$ cat config.mk
export PLATFORM = sky130hd
export DESIGN_NAME = tmz_timer
export DESIGN_NICKNAME = d
export VERILOG_FILES = /design/src/design/tmz_pkg.sv /design/src/design/tmz_timer.sv
export SDC_FILE = /design/constraint.sdc
export NUM_CORES = 1
export LEC_CHECK = 0
export ABC_AREA = 1
export ABC_CLOCK_PERIOD_IN_PS = 2800
export BUFFER_PORTS_ARGS = -buffer_cell sky130_fd_sc_hd__buf_4
export CAP_MARGIN = 20
export CORE_MARGIN = 1.5
export CORE_UTILIZATION = 45
export CTS_CLUSTER_SIZE = 20
export DETAILED_ROUTE_END_ITERATION = 12
export PLACE_DENSITY = 0.74
export RECOVER_POWER = 100
export SETUP_SLACK_MARGIN = 0.02
export SYNTH_ARGS = -nofsm -noshare
export SYNTH_HDL_FRONTEND = slang
export SYNTH_SLANG_ARGS = --single-unit
$ cat constraint.sdc
create_clock -name aclk -period 2.8 [get_ports aclk]
set_input_delay 0.84 -clock aclk [delete_from_list [all_inputs] [get_ports aclk]]
set_output_delay 0.84 -clock aclk [all_outputs]
set_load 0.005 [all_outputs]
$ cat src/design/tmz_pkg.sv
`default_nettype none
package tmz_pkg;
  // word index of each register, byte address is four times it
  localparam logic [9:0] IDX_LOW = 10'h318;
  localparam logic [9:0] IDX_HIGH = 10'h319;
  localparam logic [9:0] IDX_CTL0 = 10'h31a;
  localparam logic [9:0] IDX_CTL1 = 10'h31b;
  localparam logic [9:0] IDX_STAT = 10'h31c;
  localparam logic [9:0] IDX_CLR = 10'h31d;
  localparam logic [9:0] IDX_IEN = 10'h31e;
  localparam int unsigned ADDR_W = 12;
  localparam int unsigned IDX_LSB = 2;
  // control zero fields
  localparam int unsigned C0_EN = 7;
  localparam int unsigned C0_OUT = 5;
  localparam int unsigned C0_WIDE = 4;
  localparam int unsigned C0_RATIO = 0;
  // control one fields
  localparam int unsigned C1_SRC = 5;
  localparam int unsigned C1_BYP = 4;
  localparam int unsigned C1_RATE = 0;
  // reset values, then 16-bit count top, prescaler width and source count
  localparam logic [7:0] LOW_RST = 8'h00;
  localparam logic [7:0] HIGH_RST = 8'hff;
  localparam logic [7:0] CTL_RST = 8'h00;
  localparam logic [15:0] WIDE_TOP = 16'hffff;
  localparam int unsigned PRE_W = 15;
  localparam int unsigned NSRC = 6;
  // asynchronous source inputs, bit order
  localparam int unsigned IN_PIN = 0;
  localparam int unsigned IN_CELL = 1;
  localparam int unsigned IN_SECONDARY_OSCILLATOR = 2;
  localparam int unsigned IN_MFINT = 3;
  localparam int unsigned IN_LFINT = 4;
  localparam int unsigned IN_HFINT = 5;
  localparam logic [1:0] RESP_OKAY = 2'b00;
  localparam logic [1:0] RESP_SLVERR = 2'b10;
  // count source codes
  typedef enum logic [2:0] {
    SRC_PIN = 3'b000,
    SRC_PIN_INV = 3'b001,
    SRC_INSTR = 3'b010,
    SRC_HFINT = 3'b011,
    SRC_LFINT = 3'b100,
    SRC_MFINT = 3'b101,
    SRC_SECONDARY_OSCILLATOR = 3'b110,
    SRC_CELL = 3'b111
  } tmz_src_e;
endpackage
`default_nettype wire

$ cat src/design/tmz_timer.sv
// The AXI4-Lite interface to the registers was left to the implementer.
`timescale 1ns/100ps
`default_nettype none
module tmz_timer
  import tmz_pkg::*;
(
  input wire logic aclk,
  input wire logic aresetn,
  input wire logic ext_pin,
  input wire logic cell_out,
  input wire logic secondary_oscillator_in,
  input wire logic mfint_in,
  input wire logic lfint_in,
  input wire logic hfint_in,
  input wire logic [ADDR_W-1:0] awaddr,
  input wire logic awvalid,
  output logic awready,
  input wire logic [31:0] wdata,
  input wire logic [3:0] wstrb,
  input wire logic wvalid,
  output logic wready,
  output logic [1:0] bresp,
  output logic bvalid,
  input wire logic bready,
  input wire logic [ADDR_W-1:0] araddr,
  input wire logic arvalid,
  output logic arready,
  output logic [31:0] rdata,
  output logic [1:0] rresp,
  output logic rvalid,
  input wire logic rready,
  output logic timer_out,
  output logic irq
);
  // decoding shared by read and write paths
  function automatic logic mapped(input logic [9:0] idx);
    mapped = (idx >= IDX_LOW) && (idx <= IDX_IEN);
  endfunction

  ////////////////////////////////////////////////////////////////
  // input synchronisers
  logic [NSRC-1:0] raw;
  logic [NSRC-1:0] s1_q, s2_q, s3_q; // three-flop chain
  logic [NSRC-1:0] lvl_q, lvl_d; // agreed level
  assign raw = {hfint_in, lfint_in, mfint_in, secondary_oscillator_in, cell_out,
    ext_pin};
  genvar gi;
  // level moves only once stages two and three agree
  generate
    for (gi = 0; gi < NSRC; gi++) begin : g_lvl
      always_comb begin
        lvl_d[gi] = (s2_q[gi] == s3_q[gi]) ? s2_q[gi] : lvl_q[gi];
      end
    end
  endgenerate
  always_ff @(posedge aclk) begin
    if (!aresetn) begin
      s1_q <= '0;
      s2_q <= '0;
      s3_q <= '0;
      lvl_q <= '0;
    end else begin
      s1_q <= raw;
      s2_q <= s1_q;
      s3_q <= s2_q;
      lvl_q <= lvl_d;
    end
  end

  ////////////////////////////////////////////////////////////////
  // register fields
  logic [7:0] ctl0_q, ctl1_q;
  logic en, wide, byp;
  logic [3:0] ratio, rate;
  tmz_src_e src;
  assign en = ctl0_q[C0_EN];
  assign wide = ctl0_q[C0_WIDE];
  assign ratio = ctl0_q[C0_RATIO +: 4];
  assign src = tmz_src_e'(ctl1_q[C1_SRC +: 3]);
  assign byp = ctl1_q[C1_BYP];
  assign rate = ctl1_q[C1_RATE +: 4];
  logic clr; // prescale/postscale clear strobe

  ////////////////////////////////////////////////////////////////
  // source select, prescaler, instruction-clock sync
  logic sel_lvl, prev_q, src_edge, pre_pulse, inc;
  logic [PRE_W-1:0] pre_q, pre_d, mask;
  logic tog_q, tog_d, y1_q, y2_q, y3_q;
  always_comb begin
    unique case (src)
      SRC_PIN: sel_lvl = lvl_q[IN_PIN];
      SRC_PIN_INV: sel_lvl = ~lvl_q[IN_PIN];
      SRC_INSTR: sel_lvl = 1'b0;
      SRC_HFINT: sel_lvl = lvl_q[IN_HFINT];
      SRC_LFINT: sel_lvl = lvl_q[IN_LFINT];
      SRC_MFINT: sel_lvl = lvl_q[IN_MFINT];
      SRC_SECONDARY_OSCILLATOR: sel_lvl = lvl_q[IN_SECONDARY_OSCILLATOR];
      SRC_CELL: sel_lvl = lvl_q[IN_CELL];
    endcase
    // aclk is the instruction clock: one edge each cycle
    src_edge = (src == SRC_INSTR) ? 1'b1 : (sel_lvl & ~prev_q);
    // divide by two to the rate
    mask = PRE_W'((17'd1 << rate) - 17'd1);
    pre_pulse = en & src_edge & (pre_q == mask);
    pre_d = pre_q;
    if (clr || !en) begin
      pre_d = '0;
    end else if (src_edge) begin
      pre_d = pre_pulse ? '0 : pre_q + 1'b1;
    end
    tog_d = tog_q ^ pre_pulse;
    // else two flops into aclk, edge as enable
    inc = en & (byp ? pre_pulse : (y2_q ^ y3_q));
  end
  // sync flops kept apart from the bypass path on purpose:
  // models the documented latency of the synchronous mode
  always_ff @(posedge aclk) begin
    if (!aresetn) begin
      prev_q <= 1'b0;
      pre_q <= '0;
      tog_q <= 1'b0;
      y1_q <= 1'b0;
      y2_q <= 1'b0;
      y3_q <= 1'b0;
    end else begin
      prev_q <= sel_lvl;
      pre_q <= pre_d;
      tog_q <= tog_d;
      y1_q <= tog_q;
      y2_q <= y1_q;
      y3_q <= y2_q;
    end
  end

  ////////////////////////////////////////////////////////////////
  // bus side strobes
  logic aw_have_q, w_have_q, do_wr, ar_got;
  logic [9:0] wr_idx, rd_idx;
  logic [7:0] wbyte;
  logic wr_lane;
  logic [ADDR_W-1:0] awaddr_q;
  logic [7:0] wbyte_q;
  logic wlane_q;
  assign do_wr = aw_have_q & w_have_q & ~bvalid;
  assign wr_idx = awaddr_q[ADDR_W-1:IDX_LSB];
  assign wbyte = wbyte_q;
  assign wr_lane = do_wr & wlane_q;
  assign ar_got = arvalid & arready;
  assign rd_idx = araddr[ADDR_W-1:IDX_LSB];
  logic wr_low, wr_high, wr_c0, wr_c1, rd_low;
  assign wr_low = wr_lane && (wr_idx == IDX_LOW);
  assign wr_high = wr_lane && (wr_idx == IDX_HIGH);
  assign wr_c0 = wr_lane && (wr_idx == IDX_CTL0);
  assign wr_c1 = wr_lane && (wr_idx == IDX_CTL1);
  assign rd_low = ar_got && (rd_idx == IDX_LOW);
  assign clr = wr_low | wr_c0 | wr_c1;

  ////////////////////////////////////////////////////////////////
  // counter, period, postscaler
  logic [7:0] low_q, low_d, hi_q, hi_d; // hi: count high byte
  logic [7:0] high_q, high_d, pbuf_q, pbuf_d; // register, buffer
  logic [3:0] post_q, post_d;
  logic out_q, out_d, ev, tick;
  always_comb begin
    low_d = low_q;
    hi_d = hi_q;
    high_d = high_q;
    pbuf_d = pbuf_q;
    ev = 1'b0;
    if (inc && !wide) begin
      if (low_q == pbuf_q) begin
        low_d = '0;
        pbuf_d = high_q;
        ev = 1'b1;
      end else begin
        low_d = low_q + 1'b1;
      end
    end else if (inc) begin
      {hi_d, low_d} = {hi_q, low_q} + 16'd1;
      ev = ({hi_q, low_q} == WIDE_TOP);
    end
    // read of low latches high byte
    if (rd_low && wide) begin
      high_d = hi_q;
    end
    if (wr_high) begin
      high_d = wbyte;
    end
    if (wr_low) begin
      low_d = wbyte;
      // write of low loads high byte
      if (wide) begin
        hi_d = high_q;
      end
    end
    // toggle every ratio plus one events
    tick = ev && (post_q == ratio);
    post_d = post_q;
    if (clr || !en) begin
      post_d = '0;
    end else if (ev) begin
      post_d = tick ? '0 : post_q + 1'b1;
    end
    out_d = out_q ^ tick;
  end
  always_ff @(posedge aclk) begin
    if (!aresetn) begin
      low_q <= LOW_RST;
      hi_q <= LOW_RST;
      high_q <= HIGH_RST;
      pbuf_q <= HIGH_RST;
      post_q <= '0;
      out_q <= 1'b0;
    end else begin
      low_q <= low_d;
      hi_q <= hi_d;
      high_q <= high_d;
      pbuf_q <= pbuf_d;
      post_q <= post_d;
      out_q <= out_d;
    end
  end
  assign timer_out = out_q;

  ////////////////////////////////////////////////////////////////
  // control, status and interrupt registers
  logic [7:0] ctl0_d, ctl1_d;
  logic stat_q, stat_d, ien_q, ien_d, irq_q, irq_d;
  always_comb begin
    ctl0_d = ctl0_q;
    ctl1_d = ctl1_q;
    ien_d = ien_q;
    // out bit is read-only, bit 6 unused
    if (wr_c0) begin
      ctl0_d = wbyte & ~(8'h01 << C0_OUT) & ~8'h40;
    end
    if (wr_c1) begin
      ctl1_d = wbyte;
    end
    if (wr_lane && (wr_idx == IDX_IEN)) begin
      ien_d = wbyte[0];
    end
    // set wins over a same-cycle clear
    stat_d = stat_q;
    if (wr_lane && (wr_idx == IDX_CLR) && wbyte[0]) begin
      stat_d = 1'b0;
    end
    if (tick) begin
      stat_d = 1'b1;
    end
    irq_d = stat_d & ien_d;
  end
  always_ff @(posedge aclk) begin
    if (!aresetn) begin
      ctl0_q <= CTL_RST;
      ctl1_q <= CTL_RST;
      stat_q <= 1'b0;
      ien_q <= 1'b0;
      irq_q <= 1'b0;
    end else begin
      ctl0_q <= ctl0_d;
      ctl1_q <= ctl1_d;
      stat_q <= stat_d;
      ien_q <= ien_d;
      irq_q <= irq_d;
    end
  end
  assign irq = irq_q;

  ////////////////////////////////////////////////////////////////
  // axi4-lite slave, one write and one read at a time
  logic aw_have_d, w_have_d, awready_q, wready_q, bvalid_q;
  logic [1:0] bresp_q, bresp_d, rresp_q, rresp_d;
  logic arready_q, arready_d, rvalid_q, rvalid_d, bvalid_d;
  logic [31:0] rdata_q, rdata_d;
  logic [7:0] rbyte;
  always_comb begin
    aw_have_d = aw_have_q | (awvalid & awready_q);
    w_have_d = w_have_q | (wvalid & wready_q);
    bvalid_d = bvalid_q & ~bready;
    bresp_d = bresp_q;
    if (do_wr) begin
      aw_have_d = 1'b0;
      w_have_d = 1'b0;
      bvalid_d = 1'b1;
      bresp_d = mapped(wr_idx) ? RESP_OKAY : RESP_SLVERR;
    end
    // read view; clear and reserved slots read zero
    unique case (rd_idx)
      IDX_LOW: rbyte = low_q;
      IDX_HIGH: rbyte = high_q;
      IDX_CTL0: rbyte = ctl0_q | ({7'd0, out_q} << C0_OUT);
      IDX_CTL1: rbyte = ctl1_q;
      IDX_STAT: rbyte = {7'd0, stat_q};
      IDX_IEN: rbyte = {7'd0, ien_q};
      default: rbyte = 8'h00;
    endcase
    rvalid_d = rvalid_q & ~rready;
    rdata_d = rdata_q;
    rresp_d = rresp_q;
    if (ar_got) begin
      rvalid_d = 1'b1;
      rdata_d = {24'd0, rbyte};
      rresp_d = mapped(rd_idx) ? RESP_OKAY : RESP_SLVERR;
    end
    arready_d = ~rvalid_d;
  end
  always_ff @(posedge aclk) begin
    if (!aresetn) begin
      aw_have_q <= 1'b0;
      w_have_q <= 1'b0;
      awready_q <= 1'b0;
      wready_q <= 1'b0;
      bvalid_q <= 1'b0;
      bresp_q <= RESP_OKAY;
      arready_q <= 1'b0;
      rvalid_q <= 1'b0;
      rdata_q <= '0;
      rresp_q <= RESP_OKAY;
      awaddr_q <= '0;
      wbyte_q <= '0;
      wlane_q <= 1'b0;
    end else begin
      aw_have_q <= aw_have_d;
      w_have_q <= w_have_d;
      awready_q <= ~aw_have_d & ~bvalid_d;
      wready_q <= ~w_have_d & ~bvalid_d;
      bvalid_q <= bvalid_d;
      bresp_q <= bresp_d;
      arready_q <= arready_d;
      rvalid_q <= rvalid_d;
      rdata_q <= rdata_d;
      rresp_q <= rresp_d;
      if (awvalid && awready_q) begin
        awaddr_q <= awaddr;
      end
      if (wvalid && wready_q) begin
        wbyte_q <= wdata[7:0];
        wlane_q <= wstrb[0];
      end
    end
  end
  assign awready = awready_q;
  assign wready = wready_q;
  assign bvalid = bvalid_q;
  assign bresp = bresp_q;
  assign arready = arready_q;
  assign rvalid = rvalid_q;
  assign rdata = rdata_q;
  assign rresp = rresp_q;

  ////////////////////////////////////////////////////////////////
  // checks
  a_period_wrap: assert property (@(posedge aclk) disable iff (!aresetn)
    inc && !wide && low_q == pbuf_q && !wr_low |=> low_q == 8'h00)
    else $error("period match did not clear low");
  a_wide_roll: assert property (@(posedge aclk) disable iff (!aresetn)
    inc && wide && {hi_q, low_q} == WIDE_TOP && !wr_low
    |=> {hi_q, low_q} == 16'h0000)
    else $error("16-bit count did not roll over");
  a_reset_vals: assert property (@(posedge aclk)
    !aresetn |=> high_q == HIGH_RST && low_q == LOW_RST && !irq)
    else $error("reset values wrong");
  a_low_latch: assert property (@(posedge aclk) disable iff (!aresetn)
    rd_low && wide && !wr_high |=> high_q == $past(hi_q))
    else $error("low read did not latch high");
  a_post_toggle: assert property (@(posedge aclk) disable iff (!aresetn)
    ev && post_q == ratio |=> timer_out != $past(timer_out) && stat_q)
    else $error("postscaler did not toggle output");
  a_pre_clear: assert property (@(posedge aclk) disable iff (!aresetn)
    clr |=> pre_q == '0 && post_q == 4'h0)
    else $error("prescaler not cleared by write");
  a_bypass_path: assert property (@(posedge aclk) disable iff (!aresetn)
    byp && pre_pulse |-> inc)
    else $error("bypass pulse did not count");
  a_sync_delay: assert property (@(posedge aclk) disable iff (!aresetn)
    !byp && pre_pulse && !clr ##1 (!byp && en && !clr)[*2]
    |=> inc)
    else $error("synchronised pulse lost");
  a_rate_one: assert property (@(posedge aclk) disable iff (!aresetn)
    en && rate == 4'h0 && src_edge |-> pre_pulse)
    else $error("rate 1:1 did not pass every edge");
endmodule
`default_nettype wire

**Word-level counts from Yosys, hierarchy flattened**

Cells that the tools add are included.

- Register bits after elaboration: 138
- Output and inout bits: 43
- Logic and storage cells: 162

- Add/sub/neg operators: 5
- Order comparisons: 4
- Eq/ne operators: 29
- Shift operators: 1
- Mux-type cells: 28
- Bitwise gates (word level): 33
- Reduce and logical (&&, ||, !) cells: 23

Operator list:

| kind | number |
|---|---|
| $eq A10 B10 Y1 const B | 12 |
| $mux W8 | 10 |
| $pmux W8 S6 | 1 |
| $ge A10 B10 Y1 const B | 2 |
| $le A10 B10 Y1 const B | 2 |
| $add A16 B1 Y16 const B | 1 |
| $eq A16 B16 Y1 const B | 1 |
| $add A15 B1 Y15 const B | 1 |
| $and A1 B1 Y1 | 15 |
| $eq A15 B15 Y1 | 1 |
| $logic_and A1 B1 Y1 | 15 |
| $mux W15 | 1 |
| $shl A1 B4 Y15 const A | 1 |
| $sub A15 B1 Y15 const B | 1 |
| $eq A3 B3 Y1 const B | 4 |
| $mux W1 | 12 |
| $not A1 Y1 | 10 |
| $add A8 B1 Y8 const B | 1 |
| $eq A8 B8 Y1 | 1 |
| $or A8 B6 Y8 | 1 |
| $pmux W1 S8 | 1 |
| $eq A1 B1 Y1 | 6 |
| $eq A3 B2 Y1 const B | 2 |
| $add A4 B1 Y4 const B | 1 |
| other kinds (13) | 20 |

**Longest topological paths before layout**

- Depth in word-level cells: 13
- Mapped depth: 21
- Mapped depth without buffers: 19

**Worst setup path before layout**

No wires, ideal clock.

- Path kind: input port to flip-flop
- Start: input araddr[7]
- End: register high_q[6]
- Setup time: 0.074 ns
- Arrival time: 2.296 ns
- Data required time: 2.726 ns
- Path slack: 0.430 ns
- Cell stages on the path: 9
- Path buffers: 1
- Cells stage by stage: or3_1 nor2_1 nand3_1 inv_1 nand4_1 nand2_1 clkbuf_1 a21oi_1 o21ai_0

- Word-level cells in the longest chain between the ends: 4

RTL lines:

| item | line | source |
|---|---|---|
| start, declared | tmz_timer.sv:25 | `input wire logic [ADDR_W-1:0] araddr,` |
| $eq A10 B10 Y1 | tmz_timer.sv:155 | `assign rd_low = ar_got && (rd_idx == IDX_LOW);` |
| $logic_and A1 B1 Y1 | tmz_timer.sv:155 |  |
| $logic_and A1 B1 Y1 | tmz_timer.sv:183 | `if (rd_low && wide) begin` |
| $reduce_bool A2 Y1 (no line) | -- |  |
| end signal, assigned | tmz_timer.sv:217 | `high_q <= high_d;` |
| end, declared | tmz_timer.sv:161 | `logic [7:0] high_q, high_d, pbuf_q, pbuf_d;` |

Every way passes these cells.
A chain may end at the register's enable or synchronous reset.

**Worst setup path after layout**

- Start: register ctl1_q[3]
- End: register post_q[3]

- Word-level cells in the longest chain between the ends: 10
- Elaborated cells on any way between the ends: 11
- Those cells by class: add/sub: 1; eq/ne: 1; shift: 1; mux: 4; bitwise: 2; reduce/logical: 2

RTL lines:

| item | line | source |
|---|---|---|
| start, declared | tmz_timer.sv:72 | `logic [7:0] ctl0_q, ctl1_q;` |
| start signal, assigned | tmz_timer.sv:262 | `ctl1_q <= ctl1_d;` |
| $shl A1 B4 Y15 (*) | tmz_timer.sv:103 | `mask = PRE_W'((17'd1 << rate) - 17'd1);` |
| $sub A15 B1 Y15 (*) | tmz_timer.sv:103 |  |
| $eq A15 B15 Y1 (*) | tmz_timer.sv:104 | `pre_pulse = en & src_edge & (pre_q == mask);` |
| $and A1 B1 Y1 (*) | tmz_timer.sv:104 |  |
| $mux W1 (*) | tmz_timer.sv:113 | `inc = en & (byp ? pre_pulse : (y2_q ^ y3_q));` |
| $and A1 B1 Y1 (*) | tmz_timer.sv:113 |  |
| $mux W1 / $logic_and A1 B1 Y1 (equally long branches) | tmz_timer.sv:178, tmz_timer.sv:170 |  |
| $mux W1 (*) | tmz_timer.sv:170 | `if (inc && !wide) begin` |
| $logic_and A1 B1 Y1 | tmz_timer.sv:197 | `tick = ev && (post_q == ratio);` |
| $mux W4 | tmz_timer.sv:202 | `post_d = tick ? '0 : post_q + 1'b1;` |
| end signal, assigned | tmz_timer.sv:219 | `post_q <= post_d;` |
| end, declared | tmz_timer.sv:162 | `logic [3:0] post_q, post_d;` |

Every way passes the cells marked *; elsewhere a longest branch is shown, timed or not.

==> run metrics <==
leakage component of the power=3.90 nW; unrepaired setup endpoints after global routing=yes; crit start category=register; CTS max path bufs=2; total internal power=0.00345 W; Post CTS Setup Buffer Count=0; Hold Vio Cnt, Final=0; starting utilization of the core area=46.4%; die width=129 um; post-route minimum period=2640 ps; clock skew after layout=8.51 ps; async set or reset register ratio after synthesis=0%; CTS Sinks=134; Syn Inst Count=1057; number of enable-type register cells in the synthesized netlist=0; data required time at the worst endpoint=3110 ps; net switching power=0.00106 W; total overflow reported by the global router=0; biggest fanout along the worst timing path=5; proportion of layout cells with a drive suffix above 1=13.9%; number of buffers inserted by port buffering=58; number of hold buffers added after cts=0; count of different cell masters after synthesis=46; initial antenna violation count=0; arrival time of the worst setup path=2950 ps; power density cells=534 nW/um^2; wire length of the first global-routing pass=31000 um; kind of critical path=reg -> reg; H-Tree Depth=4; combinational power share=4.5%; Slew HR=47.8%; measured slew at the worst slew-check pin=783 ps; aggregate routed wire length=19300 um; share of synthesized area occupied by flip-flops and latches=37.7%; number of global-route vias before repair=6379; HP Class=reg -> reg; post-synth top area share=37.7%; number of vias in the routed layout=7178; setup violation total in the final timing report=0; highest routed metal layer=met4; cell with the most instances after synthesis=sky130_fd_sc_hd__nand2_1; Synth Area per Inst=6.73 sq um; switching part of the total power=23.5%; largest net degree at the start of global routing=48; Post-Place Worst Slack=102 ps; non-filler instance count after layout=1362; via density per instance=5.27; post-placement cell count=1330; worst IR drop on VDD=0.000539 V; post-route antenna net violation count=0; number of nets in the final layout=1215; largest cells by area after synthesis=sky130_fd_sc_hd__dfxtp_1 (38%), sky130_fd_sc_hd__nand2_1 (13%), sky130_fd_sc_hd__inv_1 (7.2%), sky130_fd_sc_hd__nor2_1 (6.3%), sky130_fd_sc_hd__nand3_1 (5.5%); wire length on met3=1580 um; GRT Resource Usage Total=24.1%; max-cap check violation count=0; routed wl met2=8710 um; post-route DRC violation count=0; most common library cells after synthesis=sky130_fd_sc_hd__nand2_1 (239), sky130_fd_sc_hd__inv_1 (137), sky130_fd_sc_hd__dfxtp_1 (134), sky130_fd_sc_hd__nor2_1 (119), sky130_fd_sc_hd__nand3_1 (78); CORE AREA=15300 sq um; register bit total from synthesis=134; run status=complete, no violations; half-perimeter wire length of the detailed placement result=14300 um; quantity of gates resized following cts=0; vertical die dimension=129 um; YS warnings=0; M1 WL=8460 um; fin. max-slew vios=0; Max Clock Freq=379 MHz; clock edge transition at the registers on the reported setup and hold paths=60 ps; number of filler cells placed in the layout=1525; cts bufs inserted=17; sequential share of power=43.7%; area of the mapped netlist=7110 sq um; final cycle utilization of the critical path=94.2%; Setup WS post-layout=162 ps; Synth area leader=sky130_fd_sc_hd__dfxtp_1; Root Buffer Master=sky130_fd_sc_hd__clkbuf_16; starting DRC count in detailed routing=740; Total Die Area=16600 sq um; I/O Pins=116; TritonCTS clock tree=built; # rows=45; Placer Congestion=0.942; capturing element type of the critical path=register; Area growth, synth to finish=18.6%; length of the first detailed-routing pass in iterations=5; diodes inserted=0; clock latency on the worst-skew pair=430 ps; average detailed-routed wire length per instance=14.2 um; most common flop cell mapped by yosys=sky130_fd_sc_hd__dfxtp_1; clock network fraction of design power=51.8%
[critical path: stages, from the launching register on]
cell	delay, ps
sky130_fd_sc_hd__dfxtp_1	360
sky130_fd_sc_hd__nor2_8	140
sky130_fd_sc_hd__nand3_1	90
sky130_fd_sc_hd__ha_2	330
sky130_fd_sc_hd__or2_2	110
sky130_fd_sc_hd__nand3_1	60
sky130_fd_sc_hd__nor2_1	100
sky130_fd_sc_hd__nand2_1	80
sky130_fd_sc_hd__nor2_1	130
sky130_fd_sc_hd__nand3_2	100
sky130_fd_sc_hd__nor2_4	160
sky130_fd_sc_hd__nand2_4	90
sky130_fd_sc_hd__nand2_4	90
sky130_fd_sc_hd__nand4_1	320
sky130_fd_sc_hd__nand2_1	280
sky130_fd_sc_hd__a21oi_1	70
[logic make-up (layout without fill, tap and decap cells)]
kind of cell / count (synthesis) / after routing / synth area share, %
and+or+nand+nor: 537 / 537 / 34.1
buffers and inverters: 199 / 268 / 12.4
AOI/OAI and AO/OA: 164 / 164 / 12.8
DFF: 134 / 134 / 37.7
xor gates and xnor gates: 18 / 18 / 2.22
adders and majority gates: 4 / 4 / 0.704
other: 1 / 26 / 0.0527
[registers in the layout, indices dropped and copies added, names as in the netlist, 4 cells and up, named ones only]
name and flops:
lvl_q 6, ctl1_q 8, s1_q 6, pbuf_q 8, pre_q 15, ctl0_q 6
s3_q 6, s2_q 6, high_q 8, post_q 4, wbyte 8, rdata 8
low_q 8, awaddr_q 10
[per-stage QoR]
step                      total power [W]  hold WS (ps)  util [%]  setup TNS (ps)  area (sq um)
after floorplan                   0.00214           390         -               0          7210
after global placement            0.00221           393      51.1               0          7820
after global routing              0.00465           431      55.1           -3.95          8440
after CTS                         0.00455           416      55.1               0          8440
after detailed placement          0.00222           402      51.1               0          7820
final                             0.00451           412      55.1               0          8440
[path summary, 6_finish.rpt]
kind | start | endpoint | slack (ps) | cells after the start
worst max-delay path | ctl1_q[3] | post_q[3] | 160 | 15
worst max register to register | ctl1_q[3] | post_q[3] | 160 | 15
worst min-delay path | s1_q[1] | s2_q[1] | 410 | 2
worst min register to register | s1_q[1] | s2_q[1] | 410 | 2
[layout make-up]
cell class                      instances  area [sq um]  area share (%)
Tap cell                              211           264            3.13
Multi-Input combinational cell        749          3650            43.3
Timing Repair Buffer                   92           677            8.02
Clock buffer                           17           425            5.04
Inverter                              144           543            6.44
Sequential cell                       134          2690            31.8
Clock inverter                         15           193            2.28
[placed cells by master (no fill, tap or decap), types with 5 or more instances in the layout]
| cell type | n |
|---|---|
| sky130_fd_sc_hd__xor2_1 | 12 |
| sky130_fd_sc_hd__buf_4 | 69 |
| sky130_fd_sc_hd__nand3_1 | 77 |
| sky130_fd_sc_hd__clkbuf_4 | 17 |
| sky130_fd_sc_hd__nor2_1 | 119 |
| sky130_fd_sc_hd__dfxtp_1 | 132 |
| sky130_fd_sc_hd__nand2_1 | 239 |
| sky130_fd_sc_hd__xnor2_1 | 6 |
| sky130_fd_sc_hd__a211oi_1 | 7 |
| sky130_fd_sc_hd__clkbuf_16 | 17 |
| sky130_fd_sc_hd__nand4_1 | 30 |
| sky130_fd_sc_hd__nand2_2 | 8 |
| sky130_fd_sc_hd__inv_2 | 5 |
| sky130_fd_sc_hd__o21ai_0 | 62 |
| sky130_fd_sc_hd__o22ai_1 | 13 |
| sky130_fd_sc_hd__nor4_1 | 11 |
| sky130_fd_sc_hd__a21oi_1 | 61 |
| sky130_fd_sc_hd__conb_1 | 26 |
| sky130_fd_sc_hd__nor3_1 | 28 |
| sky130_fd_sc_hd__inv_1 | 137 |
[power by group through the flow]
| stage | registers (W) | logic, W | clock network (W) |
|---|---|---|---|
| CTS | 0.00197 | 0.000204 | 0.00238 |
| detailed placement | 0.00201 | 0.000203 | 0 |
| floorplan | 0.00201 | 0.000136 | 0 |
| global route | 0.00197 | 0.000230 | 0.00244 |
| global placement | 0.00201 | 0.000200 | 0 |
| finish | 0.00197 | 0.000205 | 0.00233 |
[per-layer routing]
metal | global-route usage (%) | vias to the layer above
met5 | 0 | -
met4 | 9.45 | 0
met3 | 5.90 | 57
met2 | 38.1 | 311
met1 | 31.6 | 3256
li1 | - | 3554
No activity file was read; power rests on OpenSTA's default activity.
